$ cat src/pin_change_pkg.sv
// constants and carrier types for the pin change interrupt block
// assumes an 8-bit port and a plain address/strobe register port
package pin_change_pkg;
   localparam int port_width = 8;
   localparam int addr_width = 3;
   localparam logic [2:0] rise_en_offset = 3'h0;
   localparam logic [2:0] fall_en_offset = 3'h1;
   localparam logic [2:0] flag_offset = 3'h2;
   localparam logic [2:0] ctrl_offset = 3'h3;
   localparam logic [2:0] irq_mask_offset = 3'h4;
   localparam int ctrl_master_bit = 3;
   localparam int ctrl_summary_bit = 0;
   localparam logic [7:0] enable_reset = 8'h00;
   localparam logic [7:0] flag_reset = 8'h00;

   typedef struct packed {
      logic [7:0] sync1;
      logic [7:0] sync2;
      logic [7:0] prev;
      logic [7:0] rising_edge_enable_reg;
      logic [7:0] falling_edge_enable_reg;
      logic [7:0] pin_change_flag_reg;
      logic change_int_master_enable;
      logic irq_mask;
      logic [7:0] rdata;
   } state_t;
endpackage

$ cat src/pin_change_interrupt.sv
// edge-detecting change interrupt for one 8-bit port
// assumes pins synchronous-capable inputs, single clock, one-cycle strobes
`timescale 1ns/1ps
module pin_change_interrupt (
   input wire logic clock,
   input wire logic rst_n,
   input wire logic [7:0] port_pins,
   input wire logic [2:0] addr,
   input wire logic [7:0] wdata,
   input wire logic wr_en,
   input wire logic rd_en,
   output logic [7:0] rdata,
   output logic change_irq,
   output logic wake_request
);
   pin_change_pkg::state_t state_reg;
   pin_change_pkg::state_t state_next;
   logic [7:0] rise_pulse;
   logic [7:0] fall_pulse;
   logic [7:0] edge_hit;
   logic summary_flag;

   // per pin edge logic, every pin independent of the others
   genvar i;
   generate
      for (i = 0; i < pin_change_pkg::port_width; i++)
      begin : g_pin
         assign rise_pulse[i] = state_reg.sync2[i] & ~state_reg.prev[i];
         assign fall_pulse[i] = ~state_reg.sync2[i] & state_reg.prev[i];
         assign edge_hit[i] =
            (rise_pulse[i] & state_reg.rising_edge_enable_reg[i]) |
            (fall_pulse[i] & state_reg.falling_edge_enable_reg[i]);
      end
   endgenerate

   assign summary_flag = |state_reg.pin_change_flag_reg;

   always_comb
   begin
      state_next = state_reg;
      // prev sees only sync2; sync1 feeds nothing but sync2
      state_next.sync1 = port_pins;
      state_next.sync2 = state_reg.sync1;
      state_next.prev = state_reg.sync2;
      state_next.rdata = 8'h00;
      if (wr_en)
      begin
         case (addr)
            pin_change_pkg::rise_en_offset:
               state_next.rising_edge_enable_reg = wdata;
            pin_change_pkg::fall_en_offset:
               state_next.falling_edge_enable_reg = wdata;
            pin_change_pkg::flag_offset:
               state_next.pin_change_flag_reg =
                  state_reg.pin_change_flag_reg & wdata;
            pin_change_pkg::ctrl_offset:
               state_next.change_int_master_enable =
                  wdata[pin_change_pkg::ctrl_master_bit];
            pin_change_pkg::irq_mask_offset:
               state_next.irq_mask = wdata[0];
            default:
               state_next.irq_mask = state_reg.irq_mask;
         endcase
      end
      // set wins over a concurrent clear; flags set even when masked
      state_next.pin_change_flag_reg =
         state_next.pin_change_flag_reg | edge_hit;
      if (rd_en)
      begin
         case (addr)
            pin_change_pkg::rise_en_offset:
               state_next.rdata = state_reg.rising_edge_enable_reg;
            pin_change_pkg::fall_en_offset:
               state_next.rdata = state_reg.falling_edge_enable_reg;
            pin_change_pkg::flag_offset:
               state_next.rdata = state_reg.pin_change_flag_reg;
            pin_change_pkg::ctrl_offset:
            begin
               state_next.rdata[pin_change_pkg::ctrl_master_bit] =
                  state_reg.change_int_master_enable;
               state_next.rdata[pin_change_pkg::ctrl_summary_bit] =
                  summary_flag;
            end
            pin_change_pkg::irq_mask_offset:
               state_next.rdata[0] = state_reg.irq_mask;
            default:
               state_next.rdata = 8'h00;
         endcase
      end
   end

   always_ff @(posedge clock or negedge rst_n)
   begin
      if (!rst_n)
      begin
         state_reg <= '0;
         state_reg.rising_edge_enable_reg <=
            pin_change_pkg::enable_reset;
         state_reg.falling_edge_enable_reg <= pin_change_pkg::enable_reset;
         state_reg.pin_change_flag_reg <= pin_change_pkg::flag_reset;
      end
      else
      begin
         state_reg <= state_next;
      end
   end

   assign rdata = state_reg.rdata;
   // level request; the unmasked bit gates the core-facing output
   assign change_irq = summary_flag & state_reg.change_int_master_enable &
      state_reg.irq_mask;
   // wake only needs the master enable; flags are already latched
   assign wake_request = summary_flag &
      state_reg.change_int_master_enable;

   rise_flag_a: assert property (@(posedge clock) disable iff (!rst_n)
      (rise_pulse[0] && state_reg.rising_edge_enable_reg[0])
      |=> state_reg.pin_change_flag_reg[0])
      else $error("rising edge did not set flag");
   fall_flag_a: assert property (@(posedge clock) disable iff (!rst_n)
      (fall_pulse[7] && state_reg.falling_edge_enable_reg[7])
      |=> state_reg.pin_change_flag_reg[7])
      else $error("falling edge did not set flag");
   no_arm_a: assert property (@(posedge clock) disable iff (!rst_n)
      (!state_reg.pin_change_flag_reg[1] &&
       !state_reg.rising_edge_enable_reg[1] &&
       !state_reg.falling_edge_enable_reg[1])
      |=> !state_reg.pin_change_flag_reg[1])
      else $error("flag set on disarmed pin");
   set_wins_a: assert property (@(posedge clock) disable iff (!rst_n)
      (wr_en && addr == pin_change_pkg::flag_offset && edge_hit[2])
      |=> state_reg.pin_change_flag_reg[2])
      else $error("edge lost during flag write");
   clear_zero_a: assert property (@(posedge clock) disable iff (!rst_n)
      (wr_en && addr == pin_change_pkg::flag_offset && !wdata[3] &&
       !edge_hit[3]) |=> !state_reg.pin_change_flag_reg[3])
      else $error("flag not cleared by zero");
   irq_gate_a: assert property (@(posedge clock) disable iff (!rst_n)
      change_irq |-> (state_reg.change_int_master_enable && summary_flag))
      else $error("irq without master enable");
   irq_raise_a: assert property (@(posedge clock) disable iff (!rst_n)
      (edge_hit[4] && state_reg.change_int_master_enable &&
       state_reg.irq_mask && !wr_en) |=> change_irq)
      else $error("irq not raised");
   pulse_one_a: assert property (@(posedge clock) disable iff (!rst_n)
      rise_pulse[5] |=> !rise_pulse[5])
      else $error("edge pulse longer than a cycle");
   sync_edge_a: assert property (@(posedge clock) disable iff (!rst_n)
      ($rose(port_pins[6]) && !state_reg.sync1[6]) ##2 1 |-> rise_pulse[6])
      else $error("edge pulse not on time");
   summary_rd_a: assert property (@(posedge clock) disable iff (!rst_n)
      (rd_en && addr == pin_change_pkg::ctrl_offset)
      |=> rdata[0] == $past(summary_flag))
      else $error("summary flag read wrong");

   // the pin checks above watch one pin each; a slip in the loop index
   // would pass them, so every pin gets them below, bar sync_edge_a and irq_raise_a
   genvar k;
   generate
      for (k = 0; k < pin_change_pkg::port_width; k++)
      begin : g_pin_chk
         rise_arm_a: assert property (@(posedge clock) disable iff (!rst_n)
            (rise_pulse[k] && state_reg.rising_edge_enable_reg[k])
            |=> state_reg.pin_change_flag_reg[k])
            else $error("armed rising edge lost");
         fall_arm_a: assert property (@(posedge clock) disable iff (!rst_n)
            (fall_pulse[k] && state_reg.falling_edge_enable_reg[k])
            |=> state_reg.pin_change_flag_reg[k])
            else $error("armed falling edge lost");
         quiet_pin_a: assert property (@(posedge clock) disable iff (!rst_n)
            (!state_reg.pin_change_flag_reg[k] &&
             !(rise_pulse[k] && state_reg.rising_edge_enable_reg[k]) &&
             !(fall_pulse[k] && state_reg.falling_edge_enable_reg[k]))
            |=> !state_reg.pin_change_flag_reg[k])
            else $error("flag set without armed edge");
         flag_hold_a: assert property (@(posedge clock) disable iff (!rst_n)
            (state_reg.pin_change_flag_reg[k] &&
             !(wr_en && addr == pin_change_pkg::flag_offset))
            |=> state_reg.pin_change_flag_reg[k])
            else $error("flag dropped without a write");
         pin_clear_a: assert property (@(posedge clock) disable iff (!rst_n)
            (wr_en && addr == pin_change_pkg::flag_offset && !wdata[k] &&
             !edge_hit[k]) |=> !state_reg.pin_change_flag_reg[k])
            else $error("zero write left flag set");
         pin_race_a: assert property (@(posedge clock) disable iff (!rst_n)
            (wr_en && addr == pin_change_pkg::flag_offset && edge_hit[k])
            |=> state_reg.pin_change_flag_reg[k])
            else $error("edge lost in clear write");
         rise_short_a: assert property (@(posedge clock) disable iff (!rst_n)
            rise_pulse[k] |=> !rise_pulse[k])
            else $error("rising pulse too long");
         fall_short_a: assert property (@(posedge clock) disable iff (!rst_n)
            fall_pulse[k] |=> !fall_pulse[k])
            else $error("falling pulse too long");
         one_dir_a: assert property (@(posedge clock) disable iff (!rst_n)
            !(rise_pulse[k] && fall_pulse[k]))
            else $error("both edge pulses at once");
         pin_irq_a: assert property (@(posedge clock) disable iff (!rst_n)
            (state_reg.pin_change_flag_reg[k] &&
             state_reg.change_int_master_enable && state_reg.irq_mask)
            |-> change_irq)
            else $error("pin flag gave no request");
         pin_wake_a: assert property (@(posedge clock) disable iff (!rst_n)
            (state_reg.pin_change_flag_reg[k] &&
             state_reg.change_int_master_enable) |-> wake_request)
            else $error("pin flag gave no wake");
      end
   endgenerate

   // request outputs against the gating bits, both ways
   master_off_a: assert property (@(posedge clock) disable iff (!rst_n)
      !state_reg.change_int_master_enable |-> (!change_irq && !wake_request))
      else $error("request with master off");
   mask_off_a: assert property (@(posedge clock) disable iff (!rst_n)
      !state_reg.irq_mask |-> !change_irq)
      else $error("request with mask off");
   irq_level_a: assert property (@(posedge clock) disable iff (!rst_n)
      (summary_flag && state_reg.change_int_master_enable &&
       state_reg.irq_mask) |-> change_irq)
      else $error("request missing");
   wake_level_a: assert property (@(posedge clock) disable iff (!rst_n)
      (summary_flag && state_reg.change_int_master_enable) |-> wake_request)
      else $error("wake missing");
   wake_gate_a: assert property (@(posedge clock) disable iff (!rst_n)
      wake_request |-> (summary_flag && state_reg.change_int_master_enable))
      else $error("wake without cause");

   // register port: writes land next cycle, reads stand one cycle only
   rise_wr_a: assert property (@(posedge clock) disable iff (!rst_n)
      (wr_en && addr == pin_change_pkg::rise_en_offset)
      |=> state_reg.rising_edge_enable_reg == $past(wdata))
      else $error("rising enable write lost");
   fall_wr_a: assert property (@(posedge clock) disable iff (!rst_n)
      (wr_en && addr == pin_change_pkg::fall_en_offset)
      |=> state_reg.falling_edge_enable_reg == $past(wdata))
      else $error("falling enable write lost");
   master_wr_a: assert property (@(posedge clock) disable iff (!rst_n)
      (wr_en && addr == pin_change_pkg::ctrl_offset)
      |=> state_reg.change_int_master_enable == $past(wdata[3]))
      else $error("master enable write lost");
   mask_wr_a: assert property (@(posedge clock) disable iff (!rst_n)
      (wr_en && addr == pin_change_pkg::irq_mask_offset)
      |=> state_reg.irq_mask == $past(wdata[0]))
      else $error("mask write lost");
   unmapped_wr_a: assert property (@(posedge clock) disable iff (!rst_n)
      (wr_en && addr > pin_change_pkg::irq_mask_offset)
      |=> (state_reg.rising_edge_enable_reg ==
           $past(state_reg.rising_edge_enable_reg)))
      else $error("unmapped write changed state");
   rise_rd_a: assert property (@(posedge clock) disable iff (!rst_n)
      (rd_en && addr == pin_change_pkg::rise_en_offset)
      |=> rdata == $past(state_reg.rising_edge_enable_reg))
      else $error("rising enable read wrong");
   fall_rd_a: assert property (@(posedge clock) disable iff (!rst_n)
      (rd_en && addr == pin_change_pkg::fall_en_offset)
      |=> rdata == $past(state_reg.falling_edge_enable_reg))
      else $error("falling enable read wrong");
   flag_rd_a: assert property (@(posedge clock) disable iff (!rst_n)
      (rd_en && addr == pin_change_pkg::flag_offset)
      |=> rdata == $past(state_reg.pin_change_flag_reg))
      else $error("flag read wrong");
   master_rd_a: assert property (@(posedge clock) disable iff (!rst_n)
      (rd_en && addr == pin_change_pkg::ctrl_offset)
      |=> rdata[3] == $past(state_reg.change_int_master_enable))
      else $error("master enable read wrong");
   unmapped_rd_a: assert property (@(posedge clock) disable iff (!rst_n)
      (rd_en && addr > pin_change_pkg::irq_mask_offset) |=> rdata == 8'h00)
      else $error("unmapped read not zero");
   rdata_idle_a: assert property (@(posedge clock) disable iff (!rst_n)
      !rd_en |=> rdata == 8'h00)
      else $error("read data outside its cycle");

   // no disable here: the first edge after release must see cleared state
   reset_clear_a: assert property (@(posedge clock)
      (rst_n && !$past(rst_n)) |-> (!state_reg.change_int_master_enable &&
       state_reg.rising_edge_enable_reg == 8'h00 &&
       state_reg.falling_edge_enable_reg == 8'h00 &&
       state_reg.pin_change_flag_reg == 8'h00))
      else $error("state not cleared by reset");
endmodule

$ cat config.mk
export PLATFORM = sky130hd
export DESIGN_NAME = pin_change_interrupt
export DESIGN_NICKNAME = d
export VERILOG_FILES = /design/src/pin_change_pkg.sv /design/src/pin_change_interrupt.sv
export SDC_FILE = /design/constraint.sdc
export NUM_CORES = 1
export LEC_CHECK = 0
export BUFFER_PORTS_ARGS = -buffer_cell sky130_fd_sc_hd__buf_2
export CAP_MARGIN = 10
export CORE_MARGIN = 1.5
export CORE_UTILIZATION = 50
export CTS_CLUSTER_DIAMETER = 50
export DETAILED_ROUTE_END_ITERATION = 8
export GPL_ROUTABILITY_DRIVEN = 0
export PLACE_DENSITY_LB_ADDON = 0.08
export SLEW_MARGIN = 20
export SYNTH_ARGS = -nofsm -noshare
export SYNTH_HDL_FRONTEND = slang
export SYNTH_SLANG_ARGS = --single-unit
$ cat constraint.sdc
create_clock -name clock -period 1.2 [get_ports clock]
set_input_delay 0.24 -clock clock [delete_from_list [all_inputs] [get_ports clock]]
set_output_delay 0.24 -clock clock [all_outputs]
set_load 0.01 [all_outputs]
==> impl_metrics.ini <==
[outcome]
status = finished with violations
violations = setup timing

[timing]
setup_ws_ns = -0.488
tightest_slew_ns = 0.304
report.final.hold_viol_count = 0
finalCritPeriodShare_pct = 141
fmax_ghz = 0.592
whs_ns = 0.156
skew_ns = 0.0106
maxSlewHeadroom_pct = 79.7
rsz0062_at_grt = yes
finalSetupViolCount = 3
report.final.slew_viol_count = 0
period_needed_ns = 1.69

[critical_path]
path_max_fanout = 3
cp-start-kind = register
ff2ff_setup_slack_ns = -0.23
critPathCaptureType = output pin
required_ns = 0.96
arrival_ns = 1.45
crit_type = reg2out

[layout]
fillCellCount = 344
instances_no_fill = 286
syn2layout_area_growth_pct = 27.1
num-nets-final = 252
regArea_sq_um = 1450
largest_reg_flops = 34
multi_input_comb_area_sq_um = 758
antennaDiodeCount = 0
drive_gt1_share_pct = 40.2
utilization_pct = 66.4

[die]
die_x_um = 70.7
ios = 33
dieArea_sq_um = 4990
rows = 24
die_y_um = 70.7
start_util_pct = 52.2
core_area_sq_um = 4380

[clock_tree]
cts_tree = done
cts_max_level = 3
path_clk_slew_ns = 0.07
cts_num_sinks = 58
clockBufferDepth = 2
clock_latency_ns = 0.34
cts_buffers = 9
clockRootBuffer = clkbuf_8

[detailed_routing]
wl_mm = 4.30
drc = 0
dr.first_iter.drc_count = 66
avgRoutedWirePerCell_um = 15.0
vias_per_cell = 5.21
num_vias = 1491
ant_nets = 0
first_pass_iters = 4

[global_routing]
grt_start_max_net_pins = 59
grt_pass1_wl_mm = 7.38
antenna_found_initial = 0
grt_use_total_pct = 20.1
grt.overflow.total = 0
grt_pass1_vias = 1540

[pwr]
p_leak_nw = 1.34
powerDensity_nw_per_um2 = 1720
ir_drop_mv = 1.15

[yosys]
synth_edf_count = 0
syn_area_sq_um = 2290
syn_avg_cell_area_sq_um = 13.5
synthFlopType = dfrtp_1
synth_top_area_cell = dfrtp_1
yosys_warnings = 0
synthCells = 170
async_reset_ff_share_pct = 100
synth_nets = 193
yosysMostFrequentCell = dfrtp_1
synth_top_area_share_pct = 63.4
synth-seq-cells = 58
ys_types = 27
ys_top_cells_by_area = dfrtp_1 (63%), mux2_4 (5.2%), mux2_2 (4.9%)
ys_top_cells_by_count = dfrtp_1 (58), nor2_1 (14), nand2_1 (12)
synth_seq_area_share_pct = 63.4

[min_path]
hold_path.class = in2reg

[job]
maxCapViolations = 0

[place]
place_inst = 260
io_buffers = 32
dp_hpwl_mm = 2.89
==> cell usage in the layout, fill, tap and decap left out, types with 2 or more instances in the layout <==
cell	netlist	final
clkbuf_8	0	10
a21oi_1	7	6
mux2_2	10	10
dfrtp_1	58	58
clkinv_2	0	2
nand2_1	12	12
buf_4	8	18
buf_2	2	32
o211ai_1	8	8
dlygate4sd3_1	0	9
mux2_4	8	8
o21ai_0	9	9
bufinv_16	0	2
mux2i_1	7	7
nor4_2	0	2
nor2_1	14	14
nand3b_1	9	9
==> what timing repair did <==
action | 4_1_cts | 5_1_grt
cloned | 0 | 0
endpoints found under the setup margin | 3 | 4
pin swaps | 6 | 4
gates resized for setup | 3 | 2
hold buffers | 8 | 1
setup buffers | 5 | 1
hold endpoints to repair | 65 | 1
==> final timing paths <==
check                                       to           start  cells past startpoint
worst max-delay path                change_irq   state_reg[17]                      4
worst min-delay path             state_reg[20]        wdata[2]                      2
worst max register to register        rdata[0]   state_reg[17]                      6
worst min register to register  state_next[35]  state_next[43]                      0
max in group asynchronous       state_next[36]           rst_n                      3
min in group asynchronous       state_next[45]           rst_n                      3
==> routing by layer <==
layer | up-vias | wire length, um | GRT usage, % | part of all wire (%)
met4 | 0 | 20 | 6.29 | 0.47
li1 | 709 | - | - | -
met3 | 2 | 247 | 9.54 | 5.7
met1 | 733 | 1980 | 26.3 | 46
met5 | - | 0 | 0 | 0
met2 | 47 | 2050 | 30.0 | 48
==> layout make-up <==
class / count / share of cell area, %
timing repair buffer: 61 / 14.3
sequential: 58 / 49.9
clock buffer: 11 / 4.86
clock inverter: 5 / 2.67
tap: 52 / 2.24
multi-input combinational: 99 / 26.1
==> worst max-delay path: stages (launching register included) <==
cell and delay [ns]:
dfrtp_1 0.39, nor4_2 0.28, nand2_1 0.14, and3_1 0.17, buf_2 0.13
==> per-stage QoR <==
| stage | TNS [ns] | area (sq um) | setup WS (ns) | power (mW) |
|---|---|---|---|---|
| final | -1.20 | 2910 | -0.488 | 5.00 |
| after global routing | -1.47 | 2910 | -0.575 | 5.25 |
| after CTS | -1.23 | 2890 | -0.495 | 5.05 |
| after detailed placement | -3.30 | 2570 | -0.199 | 3.04 |
| after global placement | -2.52 | 2570 | -0.154 | 3.00 |
| after floorplan | 0 | 2290 | 0.0309 | 2.75 |
==> cells by family after synthesis <==
kind of cell           after synthesis  share of synthesized area, %
AO/OA/AOI/OAI                       26                          6.89
AND/OR/NAND/NOR                     47                          11.0
flip-flops                          58                          63.4
multiplexers                        26                          14.2
buffers and inverters               13                          4.54
==> where the power goes <==
part | switching, mW | total [mW] | internal, mW
clock | 0.750 | 1.97 | 1.22
combinational | 0.277 | 0.673 | 0.396
sequential | 0.168 | 2.36 | 2.19
Power figures use the tool's default switching activity.
